<file path="src/rtl/odcm_defs.svh">
// constants for the on-demand clock modulation block
// assumes inclusion by the package and the top module
`ifndef ODCM_DEFS_SVH
`define ODCM_DEFS_SVH
// control register field positions
`define ODCM_EN_BIT 4
`define ODCM_DUTY_LSB 1
`define ODCM_DUTY_MSB 3
`define ODCM_EXT_BIT 0
// control register reset value
`define ODCM_CTRL_RST 64'h0000_0000_0000_0000
// modulation frame: 16 slots of one cycle each
`define ODCM_SLOT_W 4
`define ODCM_SLOTS 5'h10
`endif

</file>
<file path="src/rtl/odcm_pkg.sv">
// types for the on-demand clock modulation block
// assumes nothing beyond the defs header
`include "odcm_defs.svh"
package odcm_pkg;
  // one modulation request: enable and duty in sixteenths
  typedef struct packed {
    logic en;
    logic [3:0] duty;
  } odcm_req_type;
  // request source selected by the arbiter
  typedef enum logic [3:0] {
    SRC_FULL = 4'h1,
    SRC_REG = 4'h2,
    SRC_IO = 4'h4,
    SRC_TCC = 4'h8
  } odcm_src_type;
endpackage

</file>
<file path="src/rtl/odcm_gate.sv">
// per-core clock gate enable generator
// assumes a slot counter shared by all cores
`timescale 1ns/10ps
module odcm_gate
(
  // clock and reset
  input wire logic core_clk,
  input wire logic nrst,
  // frame position and request
  input wire logic [3:0] slot,
  input wire odcm_pkg::odcm_req_type req,
  // gate enable to the core clock
  output logic clk_en
);
  import odcm_pkg::*;

  logic clk_en_next;

  // zero duty means full rate; otherwise run duty slots of sixteen
  always_comb
  begin
    if (!req.en || req.duty == 4'h0)
      clk_en_next = 1'b1;
    else
      clk_en_next = (slot < req.duty);
  end

  always_ff @(posedge core_clk)
  begin
    if (!nrst)
      clk_en <= 1'b1;
    else
      clk_en <= clk_en_next;
  end
endmodule

</file>
<file path="src/rtl/odcm_top.sv">
// on-demand clock modulation with register, io and thermal arbitration
// assumes register writes arrive as a per-core write strobe with data
`timescale 1ns/10ps
`include "odcm_defs.svh"
// Functional notes
// [RQ1] enable bit starts modulation at once
// [RQ2] duty taken from bits three to one
// [RQ3] steps 12.5 or 6.25, reported to software
// [RQ4] register request gates its own core only
// [RQ5] io request gates every core together
// [RQ6] legacy software writes chipset clock control
// [RQ7] thermal circuit duty overrides on-demand duty
// [RQ8] io duty wins over register duty
// [RQ9] runs alongside thermal monitor, kept separate; here the thermal duty shares the odcm_gate path
// [RQ10] platform must not rely on this throttling
// [RQ11] idle paths give full clock
module odcm_top
  import odcm_pkg::*;
#(
  parameter int NCORE = 4,
  parameter logic FINE_STEP = 1'b1
)
(
  // clock and reset
  input wire logic core_clk,
  input wire logic nrst,
  // per-core control register access
  input wire logic [NCORE-1:0] ctrl_wr,
  input wire logic [63:0] ctrl_wdata,
  input wire logic [$clog2(NCORE+1)-1:0] ctrl_rsel,
  output logic [63:0] ctrl_rdata,
  // chipset processor clock control emulation
  input wire odcm_pkg::odcm_req_type io_req,
  // thermal control circuit
  input wire logic tcc_active,
  input wire logic [3:0] tcc_duty,
  // capability report and gates
  output logic fine_step_cap,
  output logic [NCORE-1:0] core_clk_en,
  output logic [NCORE-1:0] io_mode
);
  import odcm_pkg::*;

  // stored control registers, one per core
  logic [63:0] ctrl_reg [NCORE];
  logic [63:0] ctrl_next [NCORE];
  // frame slot counter
  logic [3:0] slot_reg;
  logic [3:0] slot_next;
  // read data register
  logic [63:0] rdata_reg;
  logic [63:0] rdata_next;
  // io mode flags register
  logic [NCORE-1:0] iom_reg;
  logic [NCORE-1:0] iom_next;
  // arbitrated request per core
  odcm_req_type sel_req [NCORE];

  // register writes; only the addressed core changes
  always_comb
  begin
    for (int i = 0; i < NCORE; i++)
    begin
      ctrl_next[i] = ctrl_reg[i];
      // [RQ1] enable write honoured
      if (ctrl_wr[i])
        ctrl_next[i] = ctrl_wdata;
    end
  end

  always_ff @(posedge core_clk)
  begin
    for (int i = 0; i < NCORE; i++)
    begin
      if (!nrst)
        ctrl_reg[i] <= `ODCM_CTRL_RST;
      else
        ctrl_reg[i] <= ctrl_next[i];
    end
  end

  // free-running slot counter, wraps every sixteen cycles
  always_comb
  begin
    slot_next = slot_reg + 4'h1;
  end

  always_ff @(posedge core_clk)
  begin
    if (!nrst)
      slot_reg <= 4'h0;
    else
      slot_reg <= slot_next;
  end

  // arbitration: thermal first, then io, then the core's register
  always_comb
  begin
    iom_next = '0;
    for (int i = 0; i < NCORE; i++)
    begin
      // [RQ11] full clock default
      sel_req[i] = '{en: 1'b0, duty: 4'h0};
      if (tcc_active)
        // [RQ7] thermal duty overrides
        sel_req[i] = '{en: 1'b1, duty: tcc_duty};
      else if (io_req.en)
      begin
        // [RQ5] [RQ8] io applies to all cores
        sel_req[i] = io_req;
        iom_next[i] = 1'b1;
      end
      else if (ctrl_reg[i][`ODCM_EN_BIT])
      begin
        // [RQ2] [RQ3] [RQ4] own register duty
        sel_req[i].en = 1'b1;
        sel_req[i].duty = FINE_STEP ?
          {ctrl_reg[i][`ODCM_DUTY_MSB:`ODCM_DUTY_LSB],
           ctrl_reg[i][`ODCM_EXT_BIT]} :
          {ctrl_reg[i][`ODCM_DUTY_MSB:`ODCM_DUTY_LSB], 1'b0};
      end
    end
  end

  always_ff @(posedge core_clk)
  begin
    if (!nrst)
      iom_reg <= '0;
    else
      iom_reg <= iom_next;
  end

  // read mux, registered; an out of range select reads zero
  always_comb
  begin
    rdata_next = 64'h0;
    for (int i = 0; i < NCORE; i++)
      if (ctrl_rsel == i[$clog2(NCORE+1)-1:0])
        rdata_next = ctrl_reg[i];
  end

  always_ff @(posedge core_clk)
  begin
    if (!nrst)
      rdata_reg <= 64'h0;
    else
      rdata_reg <= rdata_next;
  end

  // one gate per core; this is the only path to the core clocks,
  // so the thermal control circuit duty is gated through it as well
  // [RQ9] gating path shared with the thermal duty, not separate
  for (genvar g = 0; g < NCORE; g++)
  begin : gen_gate
    odcm_gate u_gate (
      .core_clk(core_clk),
      .nrst(nrst),
      .slot(slot_reg),
      .req(sel_req[g]),
      .clk_en(core_clk_en[g])
    );
  end

  assign ctrl_rdata = rdata_reg;
  assign io_mode = iom_reg;

  // [RQ3] capability from a flop
  always_ff @(posedge core_clk)
  begin
    if (!nrst)
      fine_step_cap <= 1'b0;
    else
      fine_step_cap <= FINE_STEP;
  end

  // checks
  // [RQ11] idle gives full clock
  idle_full_a: assert property ( // [RQ11]
    @(posedge core_clk) disable iff (!nrst)
    (!tcc_active && !io_req.en && !ctrl_reg[0][`ODCM_EN_BIT])
    |=> core_clk_en[0])
    else $error("idle core clock gated");
  // [RQ7] thermal duty closes the late slots
  tcc_gate_a: assert property ( // [RQ7]
    @(posedge core_clk) disable iff (!nrst)
    (tcc_active && tcc_duty != 4'h0 && slot_reg >= tcc_duty)
    |=> !core_clk_en[0])
    else $error("thermal duty not applied");
  // [RQ5] io sets mode on all cores
  io_all_a: assert property ( // [RQ5]
    @(posedge core_clk) disable iff (!nrst)
    (io_req.en && !tcc_active) |=> &io_mode)
    else $error("io path not applied to all cores");
  // [RQ8] io wins over register; a lower register duty would
  // close the gate in early slots that the io duty keeps open
  io_wins_a: assert property ( // [RQ8]
    @(posedge core_clk) disable iff (!nrst)
    (io_req.en && !tcc_active && slot_reg < io_req.duty)
    |=> core_clk_en[0])
    else $error("register duty beat io duty");
  // [RQ7] thermal clears io mode
  tcc_over_io_a: assert property ( // [RQ7]
    @(posedge core_clk) disable iff (!nrst)
    tcc_active |=> io_mode == '0)
    else $error("io mode during thermal");
  // [RQ1] enable write closes the gate within one frame, unless
  // a later write or a higher priority request takes over first
  en_quick_a: assert property ( // [RQ1]
    @(posedge core_clk) disable iff (!nrst)
    (ctrl_wr[0] && ctrl_wdata[`ODCM_EN_BIT]
     && ctrl_wdata[`ODCM_DUTY_MSB:`ODCM_DUTY_LSB] != 3'h0)
    |-> ##[1:17] (!core_clk_en[0] || tcc_active || io_req.en
      || ctrl_wr[0]))
    else $error("enable did not modulate");
  // [RQ4] other core unaffected
  own_core_a: assert property ( // [RQ4]
    @(posedge core_clk) disable iff (!nrst)
    (!tcc_active && !io_req.en && !ctrl_reg[1][`ODCM_EN_BIT])
    |=> core_clk_en[1])
    else $error("foreign register gated core");
  // [RQ2] register duty of four sixteenths closes slot five
  reg_duty_a: assert property ( // [RQ2]
    @(posedge core_clk) disable iff (!nrst)
    (!tcc_active && !io_req.en && ctrl_reg[0][4:0] == 5'h14
     && slot_reg == 4'h5) |=> !core_clk_en[0])
    else $error("register duty ignored");
  io_cov: cover property (@(posedge core_clk) io_req.en && !tcc_active);
  tcc_cov: cover property (@(posedge core_clk) tcc_active);
  reg_cov: cover property (@(posedge core_clk)
    ctrl_reg[0][`ODCM_EN_BIT] && !core_clk_en[0]);
endmodule

</file>
<file path="config.mk">
export PLATFORM = sky130hd
export DESIGN_NAME = odcm_top
export DESIGN_NICKNAME = d
export VERILOG_FILES = /design/src/rtl/odcm_pkg.sv /design/src/rtl/odcm_gate.sv /design/src/rtl/odcm_top.sv
export VERILOG_INCLUDE_DIRS = /design/src /design/src/rtl
export SDC_FILE = /design/constraint.sdc
export NUM_CORES = 1
export LEC_CHECK = 0
export BUFFER_PORTS_ARGS = -buffer_cell sky130_fd_sc_hd__buf_2
export CAP_MARGIN = 20
export CORE_MARGIN = 10
export CORE_UTILIZATION = 40
export DETAILED_ROUTE_END_ITERATION = 12
export PLACE_DENSITY = 0.63
export SYNTH_ARGS = -nofsm -noshare
export SYNTH_HDL_FRONTEND = slang
export SYNTH_SLANG_ARGS = --single-unit
export TNS_END_PERCENT = 30
</file>
<file path="constraint.sdc">
create_clock -name core_clk -period 2 [get_ports core_clk]
set_input_delay 0.5 -clock core_clk [delete_from_list [all_inputs] [get_ports core_clk]]
set_output_delay 0.5 -clock core_clk [all_outputs]
set_load 0.005 [all_outputs]
</file>
Word-level counts from Yosys, hierarchy flattened
Memory sizes are Yosys's and may differ from the RTL's.
Index checks and enable logic that the tools add are counted.
{"block": "word_totals", "ff_bits": 74, "ramBits": 256, "input_bits": 83, "output_inout_bits": 73, "wordCells": 67, "n_memories": 1}
{"name": "ctrl_reg", "words": 4, "word_bits": 64, "rd": 4, "rd_clocked_by_memory_dff": 0, "write_ports": 4, "line_no": "odcm_top.sv:45", "source": "logic [63:0] ctrl_reg [NCORE];"}
{"block": "classes", "add_sub_neg": 1, "n_lt_le_gt_ge": 4, "eq_ne": 3, "n_mux": 28, "bitwise_logic": 5, "reduce_logical": 17}
{"cell": "two-way mux 64 bit", "count": 12}
{"cell": "two-way mux 5 bit", "count": 12}
{"cell": "logical NOT 4 bit", "count": 4}
{"cell": "< comparator 4 bit", "count": 4}
{"cell": "OR reduction 2 bit", "count": 4}
{"cell": "equality test 3 x 2 -> 1 bit, second input constant", "count": 2}
{"cell": "adder 4 x 1 -> 4 bit, second input constant", "count": 1}
{"cell": "logical NOT 1 bit", "count": 4}
{"cell": "logical OR 1 bit", "count": 4}
{"cell": "two-way mux 1 bit", "count": 4}
{"cell": "bitwise OR 1 bit", "count": 4}
{"cell": "equality test 3 x 1 -> 1 bit, second input constant", "count": 1}
{"cell": "logical NOT 3 bit", "count": 1}
{"cell": "inverter 1 bit", "count": 1}

Logic depth before layout (Yosys ltp)
Gate-level depths: netlist of the first run.
{"block": "depth", "depth_word": 6, "depth_mapped": 7, "mapped_depth_nobuf": 6}

Modules after synthesis
Synthesis of the first run repeated with hierarchy kept, for this count alone.
{"block": "unflattened", "cells_unflattened": 1311, "area_unflattened_um2": 13919.6}
{"mod": "odcm_top", "n_inst": 1, "cells_per_inst": 1251, "area_per_inst_um2": 13454.2, "seq_area_each_um2": 6526.3}
{"mod": "odcm_gate", "n_inst": 4, "cells_per_inst": 15, "area_per_inst_um2": 116.4, "seq_area_each_um2": 20.0}

Worst setup path before layout of the first run
OpenSTA, ideal clock, no wires.
{"block": "synth_path", "path_kind": "input to register", "start": "input port io_req[4] in the netlist's numbering", "end": "register gen_gate[3].u_gate.clk_en", "setup_time_ns": 0.127, "arrival_ns": 1.786, "t_required_ns": 1.873, "slack_ns": 0.087, "path_stages": 7, "path_buffers": 1, "cell_sequence": "buf_4 -> nand3b_1 -> a21o_1 -> ha_1 -> o21a_1 -> o221ai_1 -> or3_1"}
{"block": "synth_between", "elab_chain_cells": 5, "elab_cells_between_ends": 7, "cone_classes": "order compare (1); mux (2); reduce/logical (4)"}
{"element": "start: declaration", "line_no": "odcm_top.sv:33", "source": "input wire odcm_pkg::odcm_req_type io_req,"}
{"element": "two-way mux 5 bit (*)", "line_no": "odcm_top.sv:107", "source": "else if (io_req.en)"}
{"element": "two-way mux 5 bit (*)", "line_no": "odcm_top.sv:104", "source": "if (tcc_active)"}
{"element": "parallel branches: the longest is 3 deep, another holds < comparator 4 bit"}
{"element": "end signal: assignment", "line_no": "odcm_gate.sv:33", "source": "clk_en <= clk_en_next;"}
{"element": "end: declaration", "line_no": "odcm_gate.sv:13", "source": "output logic clk_en"}
Every way passes the cells marked *.
A chain may end at the register's enable or synchronous reset.

==> results of run 1 <==
-- placed cells by master, fill, tap and decap left out, types with 3 or more instances in the layout --
cell type / count
nor2_1: 64
nor2b_1: 324
clkbuf_1: 15
and2_1: 3
clkbuf_16: 39
o21a_1: 4
a2111oi_2: 4
dfxtp_1: 330
a21oi_1: 4
nand3b_4: 3
clkinv_2: 3
mux2i_1: 256
nand3b_1: 14
and4_1: 4
buf_2: 149
o221ai_1: 68
buf_4: 22
or3_1: 4
clkbuf_8: 6
ha_1: 13
buf_12: 20
a211o_1: 4
a21o_1: 14
a211oi_1: 64
-- worst min-delay path, delay by kind of cell --
kind                   cells  cell delay, ps
buffers and inverters      1             110
AND/OR/NAND/NOR            1              90
multiplexers               1              70
-- power by group --
part	switching (W)	internal, W
Sequential	0.000191	0.00696
Combinational	0.000833	0.000783
Clock	0.00264	0.00381
Total	0.00367	0.0116
-- cells by family after synthesis --
family,count (synthesis),synth area share (%)
xor gates and xnor gates,2,0.1274
AOI/OAI and AO/OA,164,9.774
muxes,256,18.64
buffers and inverters,110,3.622
and+or+nand+nor,422,18.60
adders and majority gates,13,1.183
DFF,330,48.05
-- metrics by stage --
stage	std cells	power (W)	cell area, um2	setup TNS (ps)	utilization [%]
floorplan	1297	0.008326	13750	0	-
global placement	1826	0.008883	15130	-177.6	44.90
detailed placement	1826	0.008921	15130	-393.6	44.90
CTS	1891	0.01543	16280	0	48.31
global route	1891	0.01589	16280	0	48.31
finish	1893	0.01522	16280	0	48.32
-- cell type report --
class	instances	area share [%]
Multi-Input combinational cell	857	40.86
Sequential cell	330	40.57
Timing Repair Buffer	191	8.052
Clock buffer	60	6.846
Tap cell	448	3.442
Clock inverter	5	0.1998
Antenna cell	2	0.03073
-- routing by layer --
layer	part of all wire (%)	up-vias
met3	4.9	50
met4	1.4	10
met5	0.22	-
met2	48	141
met1	46	4547
li1	-	4772
-- worst max-delay path by stage --
stage | end | slack [ps]
global placement | gen_gate[1].u_gate.clk_en | -50
detailed placement | gen_gate[2].u_gate.clk_en | -120
global route | gen_gate[2].u_gate.clk_en | 90
finish | gen_gate[2].u_gate.clk_en | 200
floorplan | gen_gate[3].u_gate.clk_en | 90
CTS | gen_gate[2].u_gate.clk_en | 180
-- cell usage after synthesis, drive strengths merged --
cell type / instances / area (um2)
o21a: 4 / 30.03
and2: 3 / 18.77
dfxtp: 330 / 6606
nand3: 1 / 5.000
and3b: 1 / 8.760
or3: 4 / 25.02
nand2b: 1 / 6.260
nand3b: 17 / 165.2
nor2: 64 / 240.2
buf: 46 / 257.7
nor2b: 326 / 2047
a211oi: 64 / 480.5
xor2: 1 / 8.760
xnor2: 1 / 8.760
a21oi: 4 / 20.02
mux2i: 256 / 2562
a211o: 4 / 35.03
o221ai: 68 / 595.6
ha: 13 / 162.7
a21o: 16 / 122.6
or2: 1 / 6.260
and4: 4 / 35.03
a2111oi: 4 / 60.06
clkbuf: 64 / 240.2
==> impl_metrics.env, run 1 <==
export IMPL_status="complete, no violations"
export IMPL_worstReg2RegStart="ctrl_reg[2][4]"
export IMPL_vias_per_cell=5.029
export IMPL_fillers=3136
export IMPL_synth_seq_cells=330
export IMPL_dieWidth_um=205.4
export IMPL_ys_warn_count=0
export IMPL_grt_util_met1_pct=20.35
export IMPL_path_depth=6
export IMPL_path_buf_inv=0
export IMPL_power_density_nw_per_um2=934.6
export IMPL_top_usage_layer="met2"
export IMPL_crit_required_ps=2390
export IMPL_finalMaxSlewViolations=0
export IMPL_rsz0062_at_grt="no"
export IMPL_r2r_cells=6
export IMPL_antenna_found_initial=7
export IMPL_cp_cell_sequence="nand3b_1 > a21o_1 > ha_1 > o21a_1 > o221ai_1 > or3_1"
export IMPL_crit_path_start_kind="flop"
export IMPL_max_clock_path_buffers=3
export IMPL_cp_top_family="simple AND/OR/NAND/NOR gates"
export IMPL_pin_count=156
export IMPL_cts_hold_buf=0
export IMPL_post_cts_resized=0
export IMPL_timing_hold_ws_ps=288.4
export IMPL_gp_congestion=0.7661
export IMPL_detail_route_antenna_nets=0
export IMPL_synth_distinct_cells=30
export IMPL_setup_viol=0
export IMPL_cp_startpoint="ctrl_reg[2][4]"
export IMPL_grt_pass1_wl_um=54760
export IMPL_post_cts_buffers=0
export IMPL_htree_levels=2
export IMPL_port_buffers=155
export IMPL_syn_area_um2=13750
export IMPL_drc=0
export IMPL_fin_crit_ps=1804
export IMPL_syn_nets=1393
export IMPL_coreArea_um2=33700
export IMPL_slew_headroom_pct=59.40
export IMPL_drt_iter0_drc=377
export IMPL_min_to="ctrl_reg[1][34]"
export IMPL_r2r_slack_ps=200
export IMPL_area_growth_synth_to_final_pct=18.45
export IMPL_tightest_slew_ps=609.0
export IMPL_maxCapViolCount=0
export IMPL_dp_hpwl_um=21060
export IMPL_critPathArrivalTime_ps=2200
export IMPL_drive_gt1_share_pct=17.60
export IMPL_hp_class="input pin to flop"
export IMPL_cts_buffers=38
export IMPL_grt_overflow_total=0
export IMPL_fin_nets=1514
export IMPL_cp_end_kind="flop"
export IMPL_grt_use_met2_pct=27.05
export IMPL_clkTransAtPathRegs_ps=60
export IMPL_cts_sinks=330
export IMPL_drt_wirelength_per_cell_um=18.18
export IMPL_cts_root_buf="clkbuf_16"
export IMPL_avgSynthCellArea_um2=10.60
export IMPL_first_pass_iters=4
export IMPL_hold_violations=0
export IMPL_ir_drop_v=0.0006904
export IMPL_timing_rr_end="gen_gate[2].u_gate.clk_en"
export IMPL_fin_skew_ps=12.02
export IMPL_crit_path_top_delay_cell="dfxtp_1"
export IMPL_whs_path_depth=3
export IMPL_grt_max_degree=105
export IMPL_hp_start="ctrl_wdata[34]"
export IMPL_place_ws_ps=-121.3
export IMPL_yosysSeqAreaShare_pct=48.05
export IMPL_cts_tree="yes"
export IMPL_vias=9520
export IMPL_cp_max_fo=5
export IMPL_die_h_um=205.4
export IMPL_netlist_instances=1297
export IMPL_start_util_pct=40.80
export IMPL_p_leak_nw=7.049
export IMPL_largest_reg_flops=256
export IMPL_clk_latency_ps=520
export IMPL_grt_pass1_vias=9722
export IMPL_dieArea_um2=42190
export IMPL_period_share_pct=90.21
export IMPL_grtUsageTotal_pct=16.06
export IMPL_regArea_um2=6606
export IMPL_max_freq_mhz=554.3
export IMPL_routed_wl_um=34410
export IMPL_path_class="flop to flop"
export IMPL_cp_slowest_stage_delay_ps=440
export IMPL_fin_ws_ps=195.9
export IMPL_met3_usage_pct=3.743
export IMPL_rows=67
export IMPL_multi_input_comb_area_um2=6654
Power figures use the tool's default switching activity.
==> run 2, diff against run 1 <==
ABC_AREA = 1   (was unset)
PLACE_DENSITY = 0.64   (was 0.63)
==> impl_metrics.env, run 2 <==
export IMPL_status="complete, no violations"
export IMPL_crit_path_start_kind="flop"
export IMPL_cp_end_kind="primary output"
export IMPL_cp_cell_sequence="buf_2"
export IMPL_synth_most_common_cell="nor2_1"
export IMPL_cts_sinks=330
export IMPL_rsz0062_at_grt="no"
export IMPL_grt_overflow_total=0
export IMPL_hold_violations=0
export IMPL_start_util_pct=40.36
export IMPL_vias_per_cell=5.178
export IMPL_grtUsageTotal_pct=18.65
export IMPL_synth_flop_cell="dfxtp_1"
export IMPL_drt_wirelength_per_cell_um=16.85
export IMPL_drc=0
export IMPL_tightest_slew_ps=550.0
export IMPL_cp_slowest_stage_delay_ps=360
export IMPL_cts_buffers=37
export IMPL_post_cts_buffers=0
export IMPL_dieArea_um2=39200
export IMPL_htree_levels=2
export IMPL_detail_route_antenna_nets=0
export IMPL_crit_required_ps=1500
export IMPL_hp_class="input pin to flop"
export IMPL_rows=65
export IMPL_syn_area_um2=12670
export IMPL_clkTransAtPathRegs_ps=60
export IMPL_drive_gt1_share_pct=14.25
export IMPL_timing_hold_ws_ps=238.5
export IMPL_max_freq_mhz=662.5
export IMPL_period_share_pct=75.47
export IMPL_ys_warn_count=0
export IMPL_grt_max_degree=133
export IMPL_max_clock_path_buffers=3
export IMPL_clk_latency_ps=510
export IMPL_port_buffers=155
export IMPL_async_flop_share_pct=0
export IMPL_fin_nets=1886
export IMPL_first_pass_iters=5
export IMPL_fin_tns_setup_ps=0
export IMPL_routed_wl_um=37510
export IMPL_slew_headroom_pct=63.34
export IMPL_total_power_w=0.01535
export IMPL_cp_top_family="flip-flops"
export IMPL_fin_crit_ps=1509
export IMPL_syn_nets=1784
export IMPL_finalMaxSlewViolations=0
export IMPL_yosysTopAreaCellShare_pct=52.14
export IMPL_p_leak_nw=6.373
export IMPL_synth_edff_count=0
export IMPL_post_cts_resized=0
export IMPL_avgSynthCellArea_um2=7.506
export IMPL_synth_top_cells_by_count="443 x nor2_1, 330 x dfxtp_1, 260 x o21ai_0"
export IMPL_path_buf_inv=1
export IMPL_vias=11530
export IMPL_power_density_nw_per_um2=1016
export IMPL_synth_distinct_cells=21
export IMPL_final_area_um2=15110
export IMPL_dp_hpwl_um=22490
export IMPL_synthTopCellsByArea="dfxtp_1 52%, nor2_1 13%, o21ai_0 10%, nand2_1 6.0%, a21oi_1 5.7%"
export IMPL_crit_path_top_delay_cell="dfxtp_1"
export IMPL_maxCapViolCount=0
export IMPL_path_class="flop to primary output"
export IMPL_most_common_layout_cells="443 x nor2_1, 330 x dfxtp_1, 260 x o21ai_0"
export IMPL_critPathArrivalTime_ps=1010
export IMPL_gp_congestion=0.8759
export IMPL_cp_max_fo=1
export IMPL_drt_iter0_drc=848
export IMPL_ir_drop_v=0.0007301
export IMPL_postPlaceCellArea_um2=13850
export IMPL_grt_pass1_vias=11040
export IMPL_area_growth_synth_to_final_pct=19.22
export IMPL_fillers=3111
export IMPL_setup_viol=0
export IMPL_netlist_instances=1688
export IMPL_pin_count=156
export IMPL_dieWidth_um=198.0
export IMPL_coreArea_um2=31390
export IMPL_cts_root_buf="clkbuf_16"
export IMPL_cts_tree="yes"
export IMPL_synth_seq_cells=330
export IMPL_fin_skew_ps=16.89
export IMPL_largest_reg_flops=256
export IMPL_grt_pass1_wl_um=59980
export IMPL_antenna_found_initial=9
export IMPL_layout_commonest_cell="nor2_1"
export IMPL_cts_hold_buf=0
export IMPL_yosysSeqAreaShare_pct=52.14
export IMPL_synth_largest_area_cell="dfxtp_1"
export IMPL_die_h_um=198.0
==> run 2: cell families after synthesis <==
family,share of synthesized area [%]
AOI/OAI and AO/OA,18.96
and+or+nand+nor,21.01
adders and majority gates,1.284
DFF,52.14
xor gates and xnor gates,0.1383
buffers and inverters,6.468
==> run 2: area by class of cell <==
cell class / instances / area (um2) / share of cell area (%)
Tap cell: 402 / 503.0 / 3.330
Clock inverter: 12 / 101.3 / 0.6709
Antenna cell: 6 / 15.01 / 0.09940
Clock buffer: 55 / 1136 / 7.521
Inverter: 74 / 279.0 / 1.847
Sequential cell: 330 / 6606 / 43.73
Timing Repair Buffer: 186 / 1215 / 8.043
Multi-Input combinational cell: 1161 / 5250 / 34.76
==> run 2: final timing paths <==
check / startpoint / to / slack, ps / cells after the start
setup reg to reg: ctrl_reg[3][4] / gen_gate[3].u_gate.clk_en / 660 / 9
hold / removal: tcc_active / io_mode[0] / 240 / 2
hold reg to reg: ctrl_reg[0][56] / ctrl_reg[0][56] / 450 / 2
setup / recovery: ctrl_rdata[34] / ctrl_rdata[34] / 490 / 1
==> run 2: layer usage <==
metal,share of wire [%],global-route usage [%]
met2,47,30.62
met3,6.5,3.989
met4,1.2,4.755
met5,0.061,0
met1,45,24.35
==> run 2: report_power, final <==
part | switching [W] | internal, W
sequential | 0.000181 | 0.00700
combinational | 0.000921 | 0.000486
clock | 0.00269 | 0.00407
total | 0.00379 | 0.0116
==> run 2: per-stage QoR <==
step	utilization, %	std cells	worst slack (ps)
6_report	48.12	2226	490.6
5_1_grt	48.10	2224	451.0
4_1_cts	48.07	2220	467.1
3_5_place_dp	44.13	2153	149.8
3_3_place_gp	44.13	2153	216.0
2_1_floorplan	-	1688	326.4
==> run 3, diff against run 2 <==
ABC_AREA = 0   (was 1)
PLACE_DENSITY = 0.61   (was 0.64)
clock period = 1.4 ns   (was 2 ns; I/O delays follow)
==> impl_metrics.env, run 3 (synthesis results as in run 1) <==
export IMPL_multi_input_comb_area_um2=6679
export IMPL_drive_gt1_share_pct=20.86
export IMPL_grtUsageTotal_pct=15.86
export IMPL_finalMaxSlewViolations=0
export IMPL_cts_sinks=330
export IMPL_area_growth_synth_to_final_pct=21.54
export IMPL_gp_congestion=0.7701
export IMPL_port_buffers=155
export IMPL_p_clk_share_pct=42.6
export IMPL_tightest_slew_ps=665.5
export IMPL_hold_violations=0
export IMPL_power_density_nw_per_um2=1317
export IMPL_pin_count=156
export IMPL_setup_viol=4
export IMPL_max_freq_mhz=634.4
export IMPL_ir_drop_v=0.0009235
export IMPL_layout_commonest_cell="nor2b_1"
export IMPL_crit_path_start_kind="flop"
export IMPL_cp_max_fo=2
export IMPL_cts_root_buf="clkbuf_16"
export IMPL_total_power_w=0.02200
export IMPL_cts_buffers=37
export IMPL_pwr_share_comb_pct=11.0
export IMPL_p_sw_share_pct=23.59
export IMPL_grt_max_degree=75
export IMPL_detail_route_antenna_nets=0
export IMPL_p_sw_w=0.005190
export IMPL_fin_skew_ps=16.50
export IMPL_drt_iter0_drc=385
export IMPL_most_common_layout_cells="322 x nor2b_1, 319 x dfxtp_1, 256 x mux2i_1"
export IMPL_routed_wl_um=34070
export IMPL_die_h_um=205.4
export IMPL_hp_class="input pin to flop"
export IMPL_fin_tns_setup_ps=-638.1
export IMPL_regArea_um2=6620
export IMPL_crit_required_ps=1770
export IMPL_rsz0062_at_grt="yes"
export IMPL_antenna_found_initial=3
export IMPL_grt_pass1_vias=10010
export IMPL_dieArea_um2=42190
export IMPL_cp_end_kind="flop"
export IMPL_cts_tree="yes"
export IMPL_start_util_pct=40.80
export IMPL_dp_hpwl_um=22000
export IMPL_max_clock_path_buffers=3
export IMPL_largest_reg_flops=256
export IMPL_fin_nets=1550
export IMPL_post_cts_buffers=0
export IMPL_fin_crit_ps=1576
export IMPL_first_pass_iters=4
export IMPL_dieWidth_um=205.4
export IMPL_slew_headroom_pct=55.63
export IMPL_fin_ws_ps=-176.2
export IMPL_rows=67
export IMPL_grt_pass1_wl_um=54520
export IMPL_vias=9563
export IMPL_drc=0
export IMPL_coreArea_um2=33700
export IMPL_drt_wirelength_per_cell_um=17.65
export IMPL_violations="setup timing"
export IMPL_htree_levels=2
export IMPL_vias_per_cell=4.955
export IMPL_grt_overflow_total=0
export IMPL_status="complete, but fails checks"
export IMPL_path_class="flop to flop"
export IMPL_p_int_w=0.01681
export IMPL_period_share_pct=112.6
export IMPL_maxCapViolCount=0
export IMPL_p_seq_share_pct=46.4
export IMPL_fillers=3121
export IMPL_critPathArrivalTime_ps=1950
export IMPL_clk_latency_ps=510
export IMPL_p_leak_nw=7.297
export IMPL_clkTransAtPathRegs_ps=60
## run 3: cell count changes in the layout (fill, tap and decap cells not counted), moves of 64 or more
cell      previous run  this run
a211oi_1             0        64
a21oi_1            145         3
inv_1               66         0
mux2i_1              0       256
nand2_1            204         0
nor2_1             443        64
nor2b_1              0       322
o21ai_0            260         0
o221ai_1             0        67
## run 3: layer usage
metal / GRT usage [%] / vias to the layer above / part of all wire [%]
li1: - / 4849 / -
met1: 19.55 / 4520 / 45
met2: 27.57 / 141 / 49
met3: 2.878 / 51 / 4.3
met4: 4.804 / 2 / 2.1
met5: 0 / - / 0.038
## run 3: path summary, 6_finish.rpt
check / from / end / slack, ps / depth (start not counted)
worst max-delay path: ctrl_reg[2][3] / gen_gate[2].u_gate.clk_en / -180 / 6
worst min-delay path: ctrl_wdata[48] / ctrl_reg[2][48] / 150 / 3
worst max register to register: ctrl_reg[2][3] / gen_gate[2].u_gate.clk_en / -180 / 6
worst min register to register: ctrl_reg[2][10] / ctrl_rdata[10] / 490 / 2
## run 3: area by class of cell
type                            instances  area share [%]
Sequential cell                       330           39.62
Clock buffer                           61           6.739
Multi-Input combinational cell        857           39.97
Timing Repair Buffer                  228           9.959
Tap cell                              448           3.355
Antenna cell                            1         0.01498
Clock inverter                          5          0.3444
## run 3: through the flow
step | instance area (um2) | worst slack, ps | utilization, % | hold slack, ps | cells
floorplan | 13780 | -279.0 | - | 377.7 | 1297
global placement | 15500 | -535.6 | 46.01 | 476.0 | 1863
detailed placement | 15500 | -563.2 | 46.01 | 478.5 | 1863
CTS | 16700 | -193.6 | 49.57 | 129.9 | 1929
global route | 16710 | -292.5 | 49.58 | 154.4 | 1929
finish | 16710 | -176.2 | 49.58 | 152.1 | 1930
## run 3: worst max-delay path, stage by stage, from the launching register on
cell	delay, ps
dfxtp_1	330
nand3b_1	80
a21o_1	180
ha_1	280
o21a_1	130
o221ai_2	100
or3_1	350
## run 3: power groups by stage
stage	Sequential [W]	Combinational (W)	Clock (W)
finish	0.0102	0.00242	0.00938
global route	0.0103	0.00267	0.0100
CTS	0.0102	0.00246	0.00966
detailed placement	0.0104	0.00245	0
global placement	0.0104	0.00241	0
floorplan	0.0104	0.00155	0
## run 3: what timing repair did
item | in CTS | in global routing
resized for setup | 10 | 2
setup endpoints to repair | 5 | 4
hold buffers | 0 | 0
